`src/rtl/bmrs_pkg.sv`:
```
// package: constants and types of the boot mode and reset select block
package bmrs_pkg;
  // boot modes after decode
  typedef enum logic [2:0] {
    MODE_NONE  = 3'b000,
    MODE_HOST  = 3'b001,
    MODE_LINK  = 3'b010,
    MODE_EPROM = 3'b011,
    MODE_RSVD  = 3'b100
  } bmrs_mode_t;

  // boot sequencing
  typedef enum logic [1:0] {
    ST_LATCH = 2'b00,
    ST_START = 2'b01,
    ST_RUN   = 2'b10
  } bmrs_boot_t;

  // test state machine
  typedef enum logic [3:0] {
    TAP_TLR = 4'h0, TAP_IDLE = 4'h1, TAP_SELDR = 4'h2, TAP_CAPDR = 4'h3,
    TAP_SHDR = 4'h4, TAP_EX1DR = 4'h5, TAP_PAUDR = 4'h6, TAP_EX2DR = 4'h7,
    TAP_UPDR = 4'h8, TAP_SELIR = 4'h9, TAP_CAPIR = 4'hA, TAP_SHIR = 4'hB,
    TAP_EX1IR = 4'hC, TAP_PAUIR = 4'hD, TAP_EX2IR = 4'hE, TAP_UPIR = 4'hF
  } bmrs_tap_t;

  typedef struct packed {
    logic eprom_boot_strap;
    logic link_boot_strap;
    logic boot_memory_select;
  } bmrs_strap_t;

  typedef struct packed {
    logic trst_n;
    logic tdi;
    logic tms;
    logic tck;
  } bmrs_jtag_t;

  localparam int ADDR_W = 24;
  // reset vector value is a plain default
  localparam logic [ADDR_W-1:0] RESET_VECTOR = 24'h000000;
  localparam logic [ADDR_W-1:0] ADDR_STEP = 24'h000001;
  localparam int IR_W = 4;
  localparam logic [IR_W-1:0] IR_SAMPLE = 4'h0;
  localparam logic [IR_W-1:0] IR_EMUL = 4'h1;
  localparam logic [IR_W-1:0] IR_BYPASS = 4'hF;
  localparam logic [IR_W-1:0] IR_CAPTURE = 4'h1;
  localparam int BSR_W = 3;
endpackage

```
`src/rtl/bmrs_top.sv`:
```
// boot mode select, reset entry and test port control
//
// Summary of operation
// - eprom strap high with link strap low selects byte-wide eprom boot; both high is reserved; else other straps decide.
// - with eprom strap low, link strap high selects link boot if select input is high; low selects host or no boot.
// - eprom=1, link=0 drives boot memory select as eprom chip select.
// - with several processors only the bus owner drives boot memory select.
// - both straps low and select input low: no boot, fetch externally.
// - straps 0,0 with select input 1 select host boot.
// - straps 0,1 with select input 1 select link boot.
// - select pin is driven only in eprom mode; otherwise plain input.
// - one instruction per core clock period.
// - reset gives a known state then starts at the reset vector.
// - scan logic runs on core clock; test clock is sampled and must run well below it.
// - test mode select steers the state machine; data in, scan out.
// - test reset low resets test state machine; pulsed or held low.
`timescale 1ns/1ns
`default_nettype none
module bmrs_top (
  // clock and reset
  input wire logic CLK_I,
  input wire logic RESETN_I,
  // straps
  input wire logic EPROM_BOOT_STRAP_I,
  input wire logic LINK_BOOT_STRAP_I,
  // boot memory select pin
  input wire logic BOOT_MEM_SEL_I,
  output logic BOOT_MEM_SEL_O,
  output logic BOOT_MEM_SEL_OE_O,
  // loader side
  input wire logic BUS_MASTER_I,
  input wire logic EPROM_CS_REQ_I,
  // boot status
  output bmrs_pkg::bmrs_mode_t BOOT_MODE_O,
  output logic BOOT_RESERVED_O,
  output logic FETCH_START_O,
  output logic INSTR_TICK_O,
  output logic [bmrs_pkg::ADDR_W-1:0] FETCH_ADDR_O,
  // test port
  input wire logic TCK_I,
  input wire logic TMS_I,
  input wire logic TDI_I,
  input wire logic TRST_N_I,
  output logic TDO_O,
  output logic EMULATION_STATUS_N_O,
  output logic EMULATION_STATUS_N_OE_O,
  output logic RESERVED_OUTPUT_PIN_O
);

  // ==========================================================
  // boot mode decode and latch
  // ==========================================================
  bmrs_pkg::bmrs_strap_t straps;
  bmrs_pkg::bmrs_boot_t state, next_state;
  bmrs_pkg::bmrs_mode_t mode, next_mode, decoded;
  logic [bmrs_pkg::ADDR_W-1:0] pc, next_pc;
  logic start, next_start;

  assign straps = '{eprom_boot_strap: EPROM_BOOT_STRAP_I,
                    link_boot_strap: LINK_BOOT_STRAP_I,
                    boot_memory_select: BOOT_MEM_SEL_I};

  always_comb begin
    decoded = bmrs_pkg::MODE_RSVD;
    if (straps.eprom_boot_strap) begin
      if (!straps.link_boot_strap) begin
        decoded = bmrs_pkg::MODE_EPROM;
      end
    end else if (straps.link_boot_strap) begin
      if (straps.boot_memory_select) begin
        decoded = bmrs_pkg::MODE_LINK;
      end
    end else if (straps.boot_memory_select) begin
      decoded = bmrs_pkg::MODE_HOST;
    end else begin
      decoded = bmrs_pkg::MODE_NONE;
    end
  end

  // straps are caught on the first edge after release; an async
  // reset flop may only take a constant
  always_comb begin
    next_state = state;
    next_mode = mode;
    next_pc = pc;
    next_start = 1'b0;
    unique case (state)
      bmrs_pkg::ST_LATCH: begin
        next_mode = decoded;
        next_state = bmrs_pkg::ST_START;
      end
      bmrs_pkg::ST_START: begin
        next_start = 1'b1;
        next_pc = bmrs_pkg::RESET_VECTOR;
        next_state = bmrs_pkg::ST_RUN;
      end
      bmrs_pkg::ST_RUN: begin
        next_pc = pc + bmrs_pkg::ADDR_STEP;
      end
      default: begin
        next_state = bmrs_pkg::ST_LATCH;
      end
    endcase
  end

  always_ff @(posedge CLK_I or negedge RESETN_I) begin
    if (!RESETN_I) begin
      state <= bmrs_pkg::ST_LATCH;
      mode <= bmrs_pkg::MODE_NONE;
      pc <= bmrs_pkg::RESET_VECTOR;
      start <= 1'b0;
    end else begin
      state <= next_state;
      mode <= next_mode;
      pc <= next_pc;
      start <= next_start;
    end
  end

  assign BOOT_MODE_O = mode;
  assign BOOT_RESERVED_O = (mode == bmrs_pkg::MODE_RSVD);
  assign FETCH_START_O = start;
  assign FETCH_ADDR_O = pc;
  assign INSTR_TICK_O = (state == bmrs_pkg::ST_RUN);

  // pin is driven only in eprom mode and only by the bus owner;
  // chip select is active low
  assign BOOT_MEM_SEL_OE_O = (mode == bmrs_pkg::MODE_EPROM) &&
                             (state != bmrs_pkg::ST_LATCH) &&
                             BUS_MASTER_I;
  assign BOOT_MEM_SEL_O = ~EPROM_CS_REQ_I;

  // ==========================================================
  // test port synchroniser
  // ==========================================================
  // test clock is sampled, so it must run well below the core clock
  bmrs_pkg::bmrs_jtag_t jt_meta, jt_sync, next_jt_meta, next_jt_sync;
  logic tck_d, next_tck_d;
  logic tck_rise, tck_fall;

  always_comb begin
    next_jt_meta = '{trst_n: TRST_N_I, tdi: TDI_I, tms: TMS_I,
                     tck: TCK_I};
    next_jt_sync = jt_meta;
    next_tck_d = jt_sync.tck;
  end

  always_ff @(posedge CLK_I or negedge RESETN_I) begin
    if (!RESETN_I) begin
      jt_meta <= '{trst_n: 1'b0, tdi: 1'b1, tms: 1'b1, tck: 1'b1};
      jt_sync <= '{trst_n: 1'b0, tdi: 1'b1, tms: 1'b1, tck: 1'b1};
      tck_d <= 1'b1; // test clock idles high: no false edge after reset
    end else begin
      jt_meta <= next_jt_meta;
      jt_sync <= next_jt_sync;
      tck_d <= next_tck_d;
    end
  end

  assign tck_rise = jt_sync.tck && !tck_d;
  assign tck_fall = !jt_sync.tck && tck_d;

  // ==========================================================
  // test state machine and scan registers
  // ==========================================================
  bmrs_pkg::bmrs_tap_t tap, next_tap, tap_step;
  logic [bmrs_pkg::IR_W-1:0] ir, next_ir, ir_sh, next_ir_sh;
  logic [bmrs_pkg::BSR_W-1:0] bsr, next_bsr;
  logic byp, next_byp, tdo, next_tdo;
  logic tms;

  assign tms = jt_sync.tms;

  always_comb begin
    tap_step = tap;
    unique case (tap)
      bmrs_pkg::TAP_TLR:
        tap_step = tms ? bmrs_pkg::TAP_TLR : bmrs_pkg::TAP_IDLE;
      bmrs_pkg::TAP_IDLE:
        tap_step = tms ? bmrs_pkg::TAP_SELDR : bmrs_pkg::TAP_IDLE;
      bmrs_pkg::TAP_SELDR:
        tap_step = tms ? bmrs_pkg::TAP_SELIR : bmrs_pkg::TAP_CAPDR;
      bmrs_pkg::TAP_CAPDR:
        tap_step = tms ? bmrs_pkg::TAP_EX1DR : bmrs_pkg::TAP_SHDR;
      bmrs_pkg::TAP_SHDR:
        tap_step = tms ? bmrs_pkg::TAP_EX1DR : bmrs_pkg::TAP_SHDR;
      bmrs_pkg::TAP_EX1DR:
        tap_step = tms ? bmrs_pkg::TAP_UPDR : bmrs_pkg::TAP_PAUDR;
      bmrs_pkg::TAP_PAUDR:
        tap_step = tms ? bmrs_pkg::TAP_EX2DR : bmrs_pkg::TAP_PAUDR;
      bmrs_pkg::TAP_EX2DR:
        tap_step = tms ? bmrs_pkg::TAP_UPDR : bmrs_pkg::TAP_SHDR;
      bmrs_pkg::TAP_UPDR:
        tap_step = tms ? bmrs_pkg::TAP_SELDR : bmrs_pkg::TAP_IDLE;
      bmrs_pkg::TAP_SELIR:
        tap_step = tms ? bmrs_pkg::TAP_TLR : bmrs_pkg::TAP_CAPIR;
      bmrs_pkg::TAP_CAPIR:
        tap_step = tms ? bmrs_pkg::TAP_EX1IR : bmrs_pkg::TAP_SHIR;
      bmrs_pkg::TAP_SHIR:
        tap_step = tms ? bmrs_pkg::TAP_EX1IR : bmrs_pkg::TAP_SHIR;
      bmrs_pkg::TAP_EX1IR:
        tap_step = tms ? bmrs_pkg::TAP_UPIR : bmrs_pkg::TAP_PAUIR;
      bmrs_pkg::TAP_PAUIR:
        tap_step = tms ? bmrs_pkg::TAP_EX2IR : bmrs_pkg::TAP_PAUIR;
      bmrs_pkg::TAP_EX2IR:
        tap_step = tms ? bmrs_pkg::TAP_UPIR : bmrs_pkg::TAP_SHIR;
      bmrs_pkg::TAP_UPIR:
        tap_step = tms ? bmrs_pkg::TAP_SELDR : bmrs_pkg::TAP_IDLE;
    endcase
  end

  always_comb begin
    next_tap = tap;
    next_ir = ir;
    next_ir_sh = ir_sh;
    next_bsr = bsr;
    next_byp = byp;
    next_tdo = tdo;
    if (!jt_sync.trst_n) begin
      next_tap = bmrs_pkg::TAP_TLR;
      next_ir = bmrs_pkg::IR_BYPASS;
    end else if (tck_rise) begin
      next_tap = tap_step;
      unique case (tap)
        bmrs_pkg::TAP_TLR: next_ir = bmrs_pkg::IR_BYPASS;
        bmrs_pkg::TAP_CAPIR: next_ir_sh = bmrs_pkg::IR_CAPTURE;
        bmrs_pkg::TAP_SHIR:
          next_ir_sh = {jt_sync.tdi, ir_sh[bmrs_pkg::IR_W-1:1]};
        bmrs_pkg::TAP_UPIR: next_ir = ir_sh;
        bmrs_pkg::TAP_CAPDR: begin
          next_bsr = straps; // boundary sample of the strap pins
          next_byp = 1'b0;
        end
        bmrs_pkg::TAP_SHDR: begin
          next_bsr = {jt_sync.tdi, bsr[bmrs_pkg::BSR_W-1:1]};
          next_byp = jt_sync.tdi;
        end
        default: begin
          next_ir = ir;
        end
      endcase
    end else if (tck_fall) begin
      // scan out changes on the falling test clock
      if (tap == bmrs_pkg::TAP_SHIR) begin
        next_tdo = ir_sh[0];
      end else if (tap == bmrs_pkg::TAP_SHDR) begin
        next_tdo = (ir == bmrs_pkg::IR_BYPASS) ? byp : bsr[0];
      end
    end
  end

  always_ff @(posedge CLK_I or negedge RESETN_I) begin
    if (!RESETN_I) begin
      tap <= bmrs_pkg::TAP_TLR;
      ir <= bmrs_pkg::IR_BYPASS;
      ir_sh <= '0;
      bsr <= '0;
      byp <= 1'b0;
      tdo <= 1'b0;
    end else begin
      tap <= next_tap;
      ir <= next_ir;
      ir_sh <= next_ir_sh;
      bsr <= next_bsr;
      byp <= next_byp;
      tdo <= next_tdo;
    end
  end

  assign TDO_O = tdo;
  // open drain, pulled low while emulation is selected
  assign EMULATION_STATUS_N_O = 1'b0;
  assign EMULATION_STATUS_N_OE_O = (ir == bmrs_pkg::IR_EMUL);
  assign RESERVED_OUTPUT_PIN_O = 1'b0;
endmodule // bmrs_top
`default_nettype wire

```
`config.mk`:
```
export PLATFORM = sky130hd
export DESIGN_NAME = bmrs_top
export DESIGN_NICKNAME = d
export VERILOG_FILES = /design/src/rtl/bmrs_pkg.sv /design/src/rtl/bmrs_top.sv
export SDC_FILE = /design/constraint.sdc
export NUM_CORES = 1
export LEC_CHECK = 0
export ABC_AREA = 0
export BUFFER_PORTS_ARGS = -buffer_cell sky130_fd_sc_hd__buf_2
export CAP_MARGIN = 10
export CORE_MARGIN = 5
export CORE_UTILIZATION = 30
export DETAILED_ROUTE_END_ITERATION = 12
export PLACE_DENSITY = 0.52
export SLEW_MARGIN = 30
export SYNTH_ARGS = -nofsm -noshare
export SYNTH_HDL_FRONTEND = slang
export SYNTH_SLANG_ARGS = --single-unit
```
`constraint.sdc`:
```
create_clock -name CLK_I -period 2.6 [get_ports CLK_I]
set_clock_uncertainty 0.1 [all_clocks]
set_input_delay 0.13 -clock CLK_I [delete_from_list [all_inputs] [get_ports CLK_I]]
set_output_delay 0.13 -clock CLK_I [all_outputs]
set_load 0.005 [all_outputs]
```
* Word level (Yosys, flattened, before mapping)
Index checks and enable logic that the tools add are counted.
** Cells by class
- Reduce and logical (&&, ||, !) cells :: 20
- Mux-type cells :: 32
- Bitwise logic cells :: 2
- Eq/ne operators :: 23
- Add/subtract/negate cells :: 1
** Operators by type and width (count)
- $pmux 24 s2 :: 1
- $pmux 4 s12 :: 1
- $eq 4x4->1 const B :: 9
- $mux 4 :: 8
- $add 24x1->24 const B :: 1
- $mux 3 :: 6
- $eq 4x3->1 const B :: 4
- $pmux 4 s2 :: 2
- $reduce_bool 2->1 :: 5
- $eq 4x1->1 const B :: 2
- $eq 4x2->1 const B :: 2
- $mux 1 :: 8
- $mux 2 :: 3
- $pmux 2 s3 :: 1
- $pmux 3 s2 :: 1
- $reduce_and 3->1 :: 2
- $logic_and 1x1->1 :: 4
- $logic_not 4->1 :: 1
- $reduce_and 4->1 :: 1
- $reduce_or 2->1 :: 2
- $eq 3x2->1 const B :: 1
- $eq 3x3->1 const B :: 1
- $ne 3x1->1 const B :: 1
- $reduce_or 3->1 :: 1
- 8 further kinds :: 10
** Storage, ports and cells
- Logic and storage cells :: 97
- Register bits :: 56
- Input port bits :: 11
- Output and inout port bits :: 36

* Longest topological paths before layout
Gate-level depths: netlist of run 1.
- Word-level depth :: 5
- Gate-level depth with buffers :: 7
- Gate-level depth less buffers :: 6

* Worst setup path before layout of run 1
Ideal clock, no wire load.
- Path kind :: reg-to-reg
- Start point :: register state[0]
- End point :: register pc (netlist bit FETCH_ADDR_O[20])
- Path slack :: 352 ps
- Data required time :: 2423 ps
- Cell stages (with the launch flop) :: 8
- Library setup time :: 77 ps
- Buffers on the path :: 1
- Period minus slack after synthesis :: 2248 ps
- Arrival time :: 2071 ps
- Cell sequence :: dfrtp_1 inv_1 ha_1 nand4_2 or4_1 buf_2 or4_1 a21oi_1
** On the way
- Cells in the longest elaborated chain, start to end :: 2
- Elaborated cells between the ends (all ways) :: 4
- Classes of those cells :: eq/ne (2); mux (1); reduce/logical (1)
** Ends and longest elaborated chain
- from (decl) :: line bmrs_top.sv:54 : bmrs_pkg::bmrs_boot_t state, next_state;
- from (signal assigned) :: line bmrs_top.sv:108 : state <= bmrs_pkg::ST_LATCH;
- from (signal assigned) :: line bmrs_top.sv:113 : state <= next_state;
- $eq 2x2->1 or $eq 2x1->1 (tied branches) :: line bmrs_top.sv:87 : unique case (state)
- $pmux 24 s2 or $reduce_bool 2->1 (tied branches)
- to (signal assigned) :: line bmrs_top.sv:110 : pc <= bmrs_pkg::RESET_VECTOR;
- to (signal assigned) :: line bmrs_top.sv:115 : pc <= next_pc;
- to (decl) :: line bmrs_top.sv:56 : logic [bmrs_pkg::ADDR_W-1:0] pc, next_pc;
Parallel ways exist; a longest one is shown, timed or not.
A chain may end at the register's enable or synchronous reset.

* Worst setup path in the final report of run 1
- Start point :: register state[1]
- End point :: register pc (netlist bit FETCH_ADDR_O[19])
Same word-level chain as after synthesis.

==> flow_summary.json, run 1 <==
{
  "status": "complete, no violations",
  "clk_pin_slew_ps": 110,
  "post_cts_buffers": 0,
  "fin_crit_ps": 2345,
  "vdd.ir_drop.worst_mv": 0.1584,
  "place_congestion": 0.7801,
  "swShare_pct": 23.64,
  "ys_types": 53,
  "ys_top_cells_by_area": "dfrtp_1, dfstp_2, o21ai_0",
  "p_per_area_nw_per_um2": 484.9,
  "switchingPower_uw": 380.5,
  "grt_pass1_vias": 2193,
  "period_share_pct": 90.17,
  "relSlewSlack_pct": 52.80,
  "rsz0062_at_grt": "false",
  "maxSlewViolCount": 0,
  "rows": 35,
  "grt_max_degree": 57,
  "p_comb_share_pct": 5.6,
  "fillers": 930,
  "crit_type": "reg2reg",
  "seqPwrFrac_pct": 57.4,
  "synth_seq_cells": 56,
  "via_count": 2273,
  "seq_area_frac_synth_pct": 50.47,
  "yosysWarnings": 0,
  "synth_edf_count": 0,
  "worstPathMaxFanout": 12,
  "final_net_count": 353,
  "clock_path_buffers": 2,
  "cts_max_level": 2,
  "synthCells": 289,
  "cts.sinks": 56,
  "max_freq_mhz": 426.5,
  "n_antenna_cell": 0,
  "ios": 47,
  "tightest_slew_ps": 707.9,
  "dr.pass1.iters": 4,
  "drt_iter0_markers": 114,
  "track_usage_pct": 11.22,
  "finalSetupViolCount": 0,
  "die_x_um": 106.7,
  "wirelength_mm": 6.146,
  "antenna_left": 0,
  "antenna_found_initial": 0,
  "endpoint_kind": "flip-flop",
  "ys.flop_type": "dfrtp_1",
  "clk_latency_ps": 320,
  "fp.dieH_um": 106.7,
  "post-route-drc-count": 0,
  "overflow": 0,
  "grt_pass1_wl_mm": 10.56,
  "crit_required_ps": 2750,
  "initial_core_util_pct": 30.49,
  "dp_hpwl_mm": 4.277,
  "drive_gt1_share_pct": 24.19,
  "p_clk_share_pct": 37.0,
  "drv_cap": 0,
  "fin_util_pct": 36.10,
  "cts_buffers": 5,
  "synth_top_area_share_pct": 40.16,
  "finalSetupTns_ps": 0,
  "leakagePower_uw": 0.001515,
  "cts_tree": "built",
  "synthArstFlopShare_pct": 100.0,
  "portBuffers": 44,
  "areaGrowthSynthToFinish_pct": 18.38,
  "via_per_inst": 5.051,
  "synth_area_um2": 2804,
  "min_path_type": "in2reg",
  "regArea_um2": 1415,
  "yosysTopAreaCell": "dfrtp_1",
  "critPathLaunchType": "flip-flop",
  "multiInputGateArea_um2": 1264,
  "p_int_uw": 1229,
  "syn_area_per_cell_um2": 9.702,
  "core_um2": 9196,
  "root_buffer": "clkbuf_8",
  "cp.arrival_ps": 2500,
  "wire_per_inst_um": 13.66,
  "finalHoldViolations": 0,
  "fp.dieArea_um2": 11380
}
[critical path, cell delays in order (launching register included)]
cell     delay (ps)
dfrtp_1         390
inv_1            70
ha_1            310
nand4_2         160
or4_1           670
or4_1           450
a21oi_1         150
[power by group through the flow]
stage,clock (uW),sequential (uW),combinational [uW]
floorplan,0,924,55.6
global placement,0,940,84.6
detailed placement,0,940,85.4
CTS,616,924,92.9
global route,644,929,106
finish,596,924,90.3
[synthesized netlist by cell type, types with 2 or more instances]
library cell,instances
a21o_1,5
dfrtp_1,45
o31ai_1,4
o211ai_1,2
xnor2_1,4
nand3_1,8
nor4_1,4
ha_1,4
nand2_1,32
a22o_1,2
dfstp_2,11
a31oi_1,2
nor2b_1,7
nor3_1,6
and4_1,5
nor3b_1,2
mux2i_1,4
nor4b_1,2
inv_1,14
or3_1,6
clkbuf_1,12
a21oi_1,17
o21ai_0,30
mux2_2,4
o22ai_1,2
nor2_1,13
o22a_1,4
buf_4,2
nand4_1,6
or4_1,7
[final timing paths]
| kind | startpoint | end | slack [ps] | cells after the start |
|---|---|---|---|---|
| min in group asynchronous | RESETN_I | bsr[0] | 370 | 3 |
| hold / removal | BOOT_MEM_SEL_I | bsr[0] | 40 | 3 |
| max in group asynchronous | RESETN_I | FETCH_ADDR_O[15] | 1570 | 3 |
| setup reg to reg | state[1] | FETCH_ADDR_O[19] | 260 | 6 |
| hold reg to reg | jt_meta[2] | jt_sync[2] | 260 | 0 |
| setup / recovery | state[1] | FETCH_ADDR_O[19] | 260 | 6 |
[sequential cells by signal (all words and copies together) (netlist names)]
name           flops
jt_sync            2
FETCH_START_O      1
tck_d              1
bsr                3
TDO_O              1
FETCH_ADDR_O      24
ir_sh              4
state              2
tms                1
ir                 4
jt_meta            4
BOOT_MODE_O        3
byp                1
tap                4
next_tck_d         1
[per-layer routing]
metal / vias up / part of all wire [%] / track usage (%)
met5: - / 0 / 0
li1: 1141 / - / -
met4: 0 / 1.4 / 3.379
met1: 1088 / 48 / 14.93
met3: 11 / 3.4 / 2.589
met2: 33 / 47 / 18.21
[what timing repair did]
action / CTS / global route
hold buffers: 6 / 0
gates resized for setup: 0 / 0
hold endpoints to repair: 50 / 0
[layout by cell type (no fill, tap or decap), drive strengths merged, types with 7 or more instances in the layout]
master and count:
nand4 7, o21ai 30, or4 7, nand3 10, dfstp 11, inv 14
dfrtp 45, nor2 13, nand2 32, nor2b 7, a21oi 17, buf 51
[cell type report]
type,instances,area share [%]
clock inverters,3,1.432
inverters,14,1.583
well taps,111,4.184
flip-flops and latches,56,42.63
multi-input cells,204,38.07
clock buffers,5,2.073
repair buffers,57,10.03
[metrics by stage]
step / worst slack (ps) / instances / hold WS (ps) / total power, uW / area, um2
global placement: 306.8 / 436 / 137.5 / 1024 / 3143
detailed placement: 257.7 / 436 / 140.6 / 1026 / 3143
global route: 50.27 / 450 / 76.37 / 1678 / 3319
finish: 255.5 / 450 / 36.80 / 1610 / 3319
CTS: 245.3 / 450 / 37.86 / 1633 / 3319
floorplan: 352.1 / 290 / -265.6 / 980.0 / 2808
[logic make-up (layout without fill, tap and decap cells)]
logic type                 after synthesis  in the layout  synth area share (%)
AOI/OAI and AO/OA                       76             76                 16.64
xor gates and xnor gates                 4              4                 1.249
adders and majority gates                4              4                 1.785
buffers and inverters                   30             79                 4.596
DFF                                     56             56                 50.47
muxes                                    8              8                 3.034
other                                    1              2                0.1337
and+or+nand+nor                        110            110                 22.09
No activity file was read; power rests on OpenSTA's default activity.
==> run 2: changes to the inputs <==
--- a/config.mk
+++ b/config.mk
@@ -9,9 +9,9 @@
 export BUFFER_PORTS_ARGS = -buffer_cell sky130_fd_sc_hd__buf_2
 export CAP_MARGIN = 10
 export CORE_MARGIN = 5
-export CORE_UTILIZATION = 30
+export CORE_UTILIZATION = 50
 export DETAILED_ROUTE_END_ITERATION = 12
-export PLACE_DENSITY = 0.52
+export PLACE_DENSITY = 0.76
 export SLEW_MARGIN = 30
 export SYNTH_ARGS = -nofsm -noshare
 export SYNTH_HDL_FRONTEND = slang
==> flow_summary.json, run 2 (synthesis gave the netlist of run 1 again) <==
{
  "place_congestion": 0.7815,
  "switchingPower_uw": 372.0,
  "crit_type": "reg2reg",
  "reg2reg_slack_ps": 230,
  "maxSlewViolCount": 0,
  "overflow": 0,
  "p_int_uw": 1132,
  "cts_buffers": 5,
  "clk_latency_ps": 310,
  "clk_pin_slew_ps": 100,
  "worstPathMaxFanout": 12,
  "p_comb_share_pct": 6.2,
  "p_clk_share_pct": 32.5,
  "cts_max_level": 2,
  "rows": 27,
  "finalSetupTns_ps": 0,
  "portBuffers": 44,
  "final_net_count": 353,
  "cts_tree": "built",
  "track_usage_pct": 17.37,
  "met3_usage_pct": 2.621,
  "worst_path_largest_cell_delay_ps": 680,
  "dp_hpwl_mm": 4.320,
  "period_share_pct": 91.23,
  "p_per_area_nw_per_um2": 463.8,
  "n_antenna_cell": 0,
  "finalHoldViolations": 0,
  "fillers": 528,
  "via_per_inst": 5.796,
  "use_met1_pct": 24.74,
  "root_buffer": "clkbuf_8",
  "min_path_type": "in2reg",
  "post-route-drc-count": 0,
  "clock_path_buffers": 2,
  "grt_max_degree": 24,
  "dr.pass1.iters": 5,
  "use_met2_pct": 27.54,
  "wirelength_mm": 6.063,
  "fp.dieH_um": 84.89,
  "final_common_cell": "dfrtp_1",
  "rsz0062_at_grt": "false",
  "busiest_layer": "met2",
  "ios": 47,
  "crit_required_ps": 2760,
  "initial_core_util_pct": 51.23,
  "finalSetupViolCount": 0,
  "tightest_slew_ps": 685.0,
  "cpMaxStageDelayCell": "or4_1",
  "via_count": 2382,
  "areaGrowthSynthToFinish_pct": 15.66,
  "status": "complete, no violations",
  "total_power_uw": 1504,
  "antenna_found_initial": 0,
  "core_um2": 5473,
  "swShare_pct": 24.73,
  "cp.arrival_ps": 2530,
  "drt_iter0_markers": 90,
  "fin_crit_ps": 2372,
  "crit_chain": "inv_1, ha_1, nand4_2, or4_1, or4_1, nand2_1",
  "final_cell_mix": "dfrtp_1, buf_2, nand2_1",
  "relSlewSlack_pct": 53.69,
  "drv_cap": 0,
  "antenna_left": 0,
  "cpMostUsedCell": "or4_1",
  "wire_per_inst_um": 14.75,
  "fp.dieArea_um2": 7205,
  "vdd.ir_drop.worst_mv": 0.1914,
  "critPathLaunchType": "flip-flop",
  "cts.sinks": 56,
  "whs_ps": 53.00,
  "grt_pass1_wl_mm": 10.38,
  "drive_gt1_share_pct": 23.89,
  "endpoint_kind": "flip-flop",
  "die_x_um": 84.89,
  "largest_register_ffs": 24,
  "seqPwrFrac_pct": 61.3,
  "leakagePower_uw": 0.001499,
  "max_freq_mhz": 421.6,
  "grt_pass1_vias": 2212
}
## run 2: changes by cell type in the layout (fill, tap and decap cells not counted), sizes merged
| cell | delta |
|---|---|
| bufinv | -1 |
| clkbuf | +1 |
| clkinv | -1 |
| clkinvlp | +1 |
## run 2: power groups by stage
stage                     Combinational (uW)  Sequential, uW  Clock, uW
after floorplan                         55.6             924          0
after global placement                  86.5             937          0
after detailed placement                88.4             938          0
after CTS                               95.6             921        498
after global routing                     107             926        538
final                                   93.6             922        489
## run 2: final cells by class
type	count	area [um2]	share of cell area, %
inverter	14	52.55	1.620
sequential	56	1415	43.63
tap	72	90.09	2.778
clock inverter	2	16.27	0.5015
timing repair buffer	57	332.8	10.26
clock buffer	6	72.57	2.238
multi-input combinational	204	1264	38.97
## run 2: final timing paths
| kind | from | end | cells past startpoint |
|---|---|---|---|
| worst min register to register | jt_meta[3] | jt_sync[3] | 0 |
| worst max register to register | state[1] | FETCH_ADDR_O[21] | 6 |
| worst min-delay path | BOOT_MEM_SEL_I | bsr[0] | 3 |
| worst max-delay path | state[1] | FETCH_ADDR_O[21] | 6 |
| max in group asynchronous | RESETN_I | jt_meta[1] | 3 |
| min in group asynchronous | RESETN_I | tap[2] | 2 |
## run 2: repair_timing
item / 4_1_cts / 5_1_grt
resized for setup: 0 / 0
hold endpoints to repair: 23 / 0
buffers inserted: 0 / 0
hold buffers: 6 / 0
## run 2: metrics by stage
step	setup slack [ps]	cell area [um2]	instances	util (%)
final	227.9	3243	411	59.26
after global routing	37.83	3243	411	59.26
after CTS	215.8	3243	411	59.26
after detailed placement	242.8	3094	397	56.54
after global placement	342.0	3094	397	56.54
after floorplan	352.1	2808	290	-
## run 2: routing by layer
layer	routed length, um	vias up
met3	176	5
met2	3007	35
met4	52	0
li1	-	1142
met5	0	-
met1	2826	1200
## run 2: critical path, delay by kind of cell, from the launching register on
kind	cells	cell delay [ps]
simple gates	4	1450
fa+ha+maj	1	310
flops	1	380
buf+inv	1	70
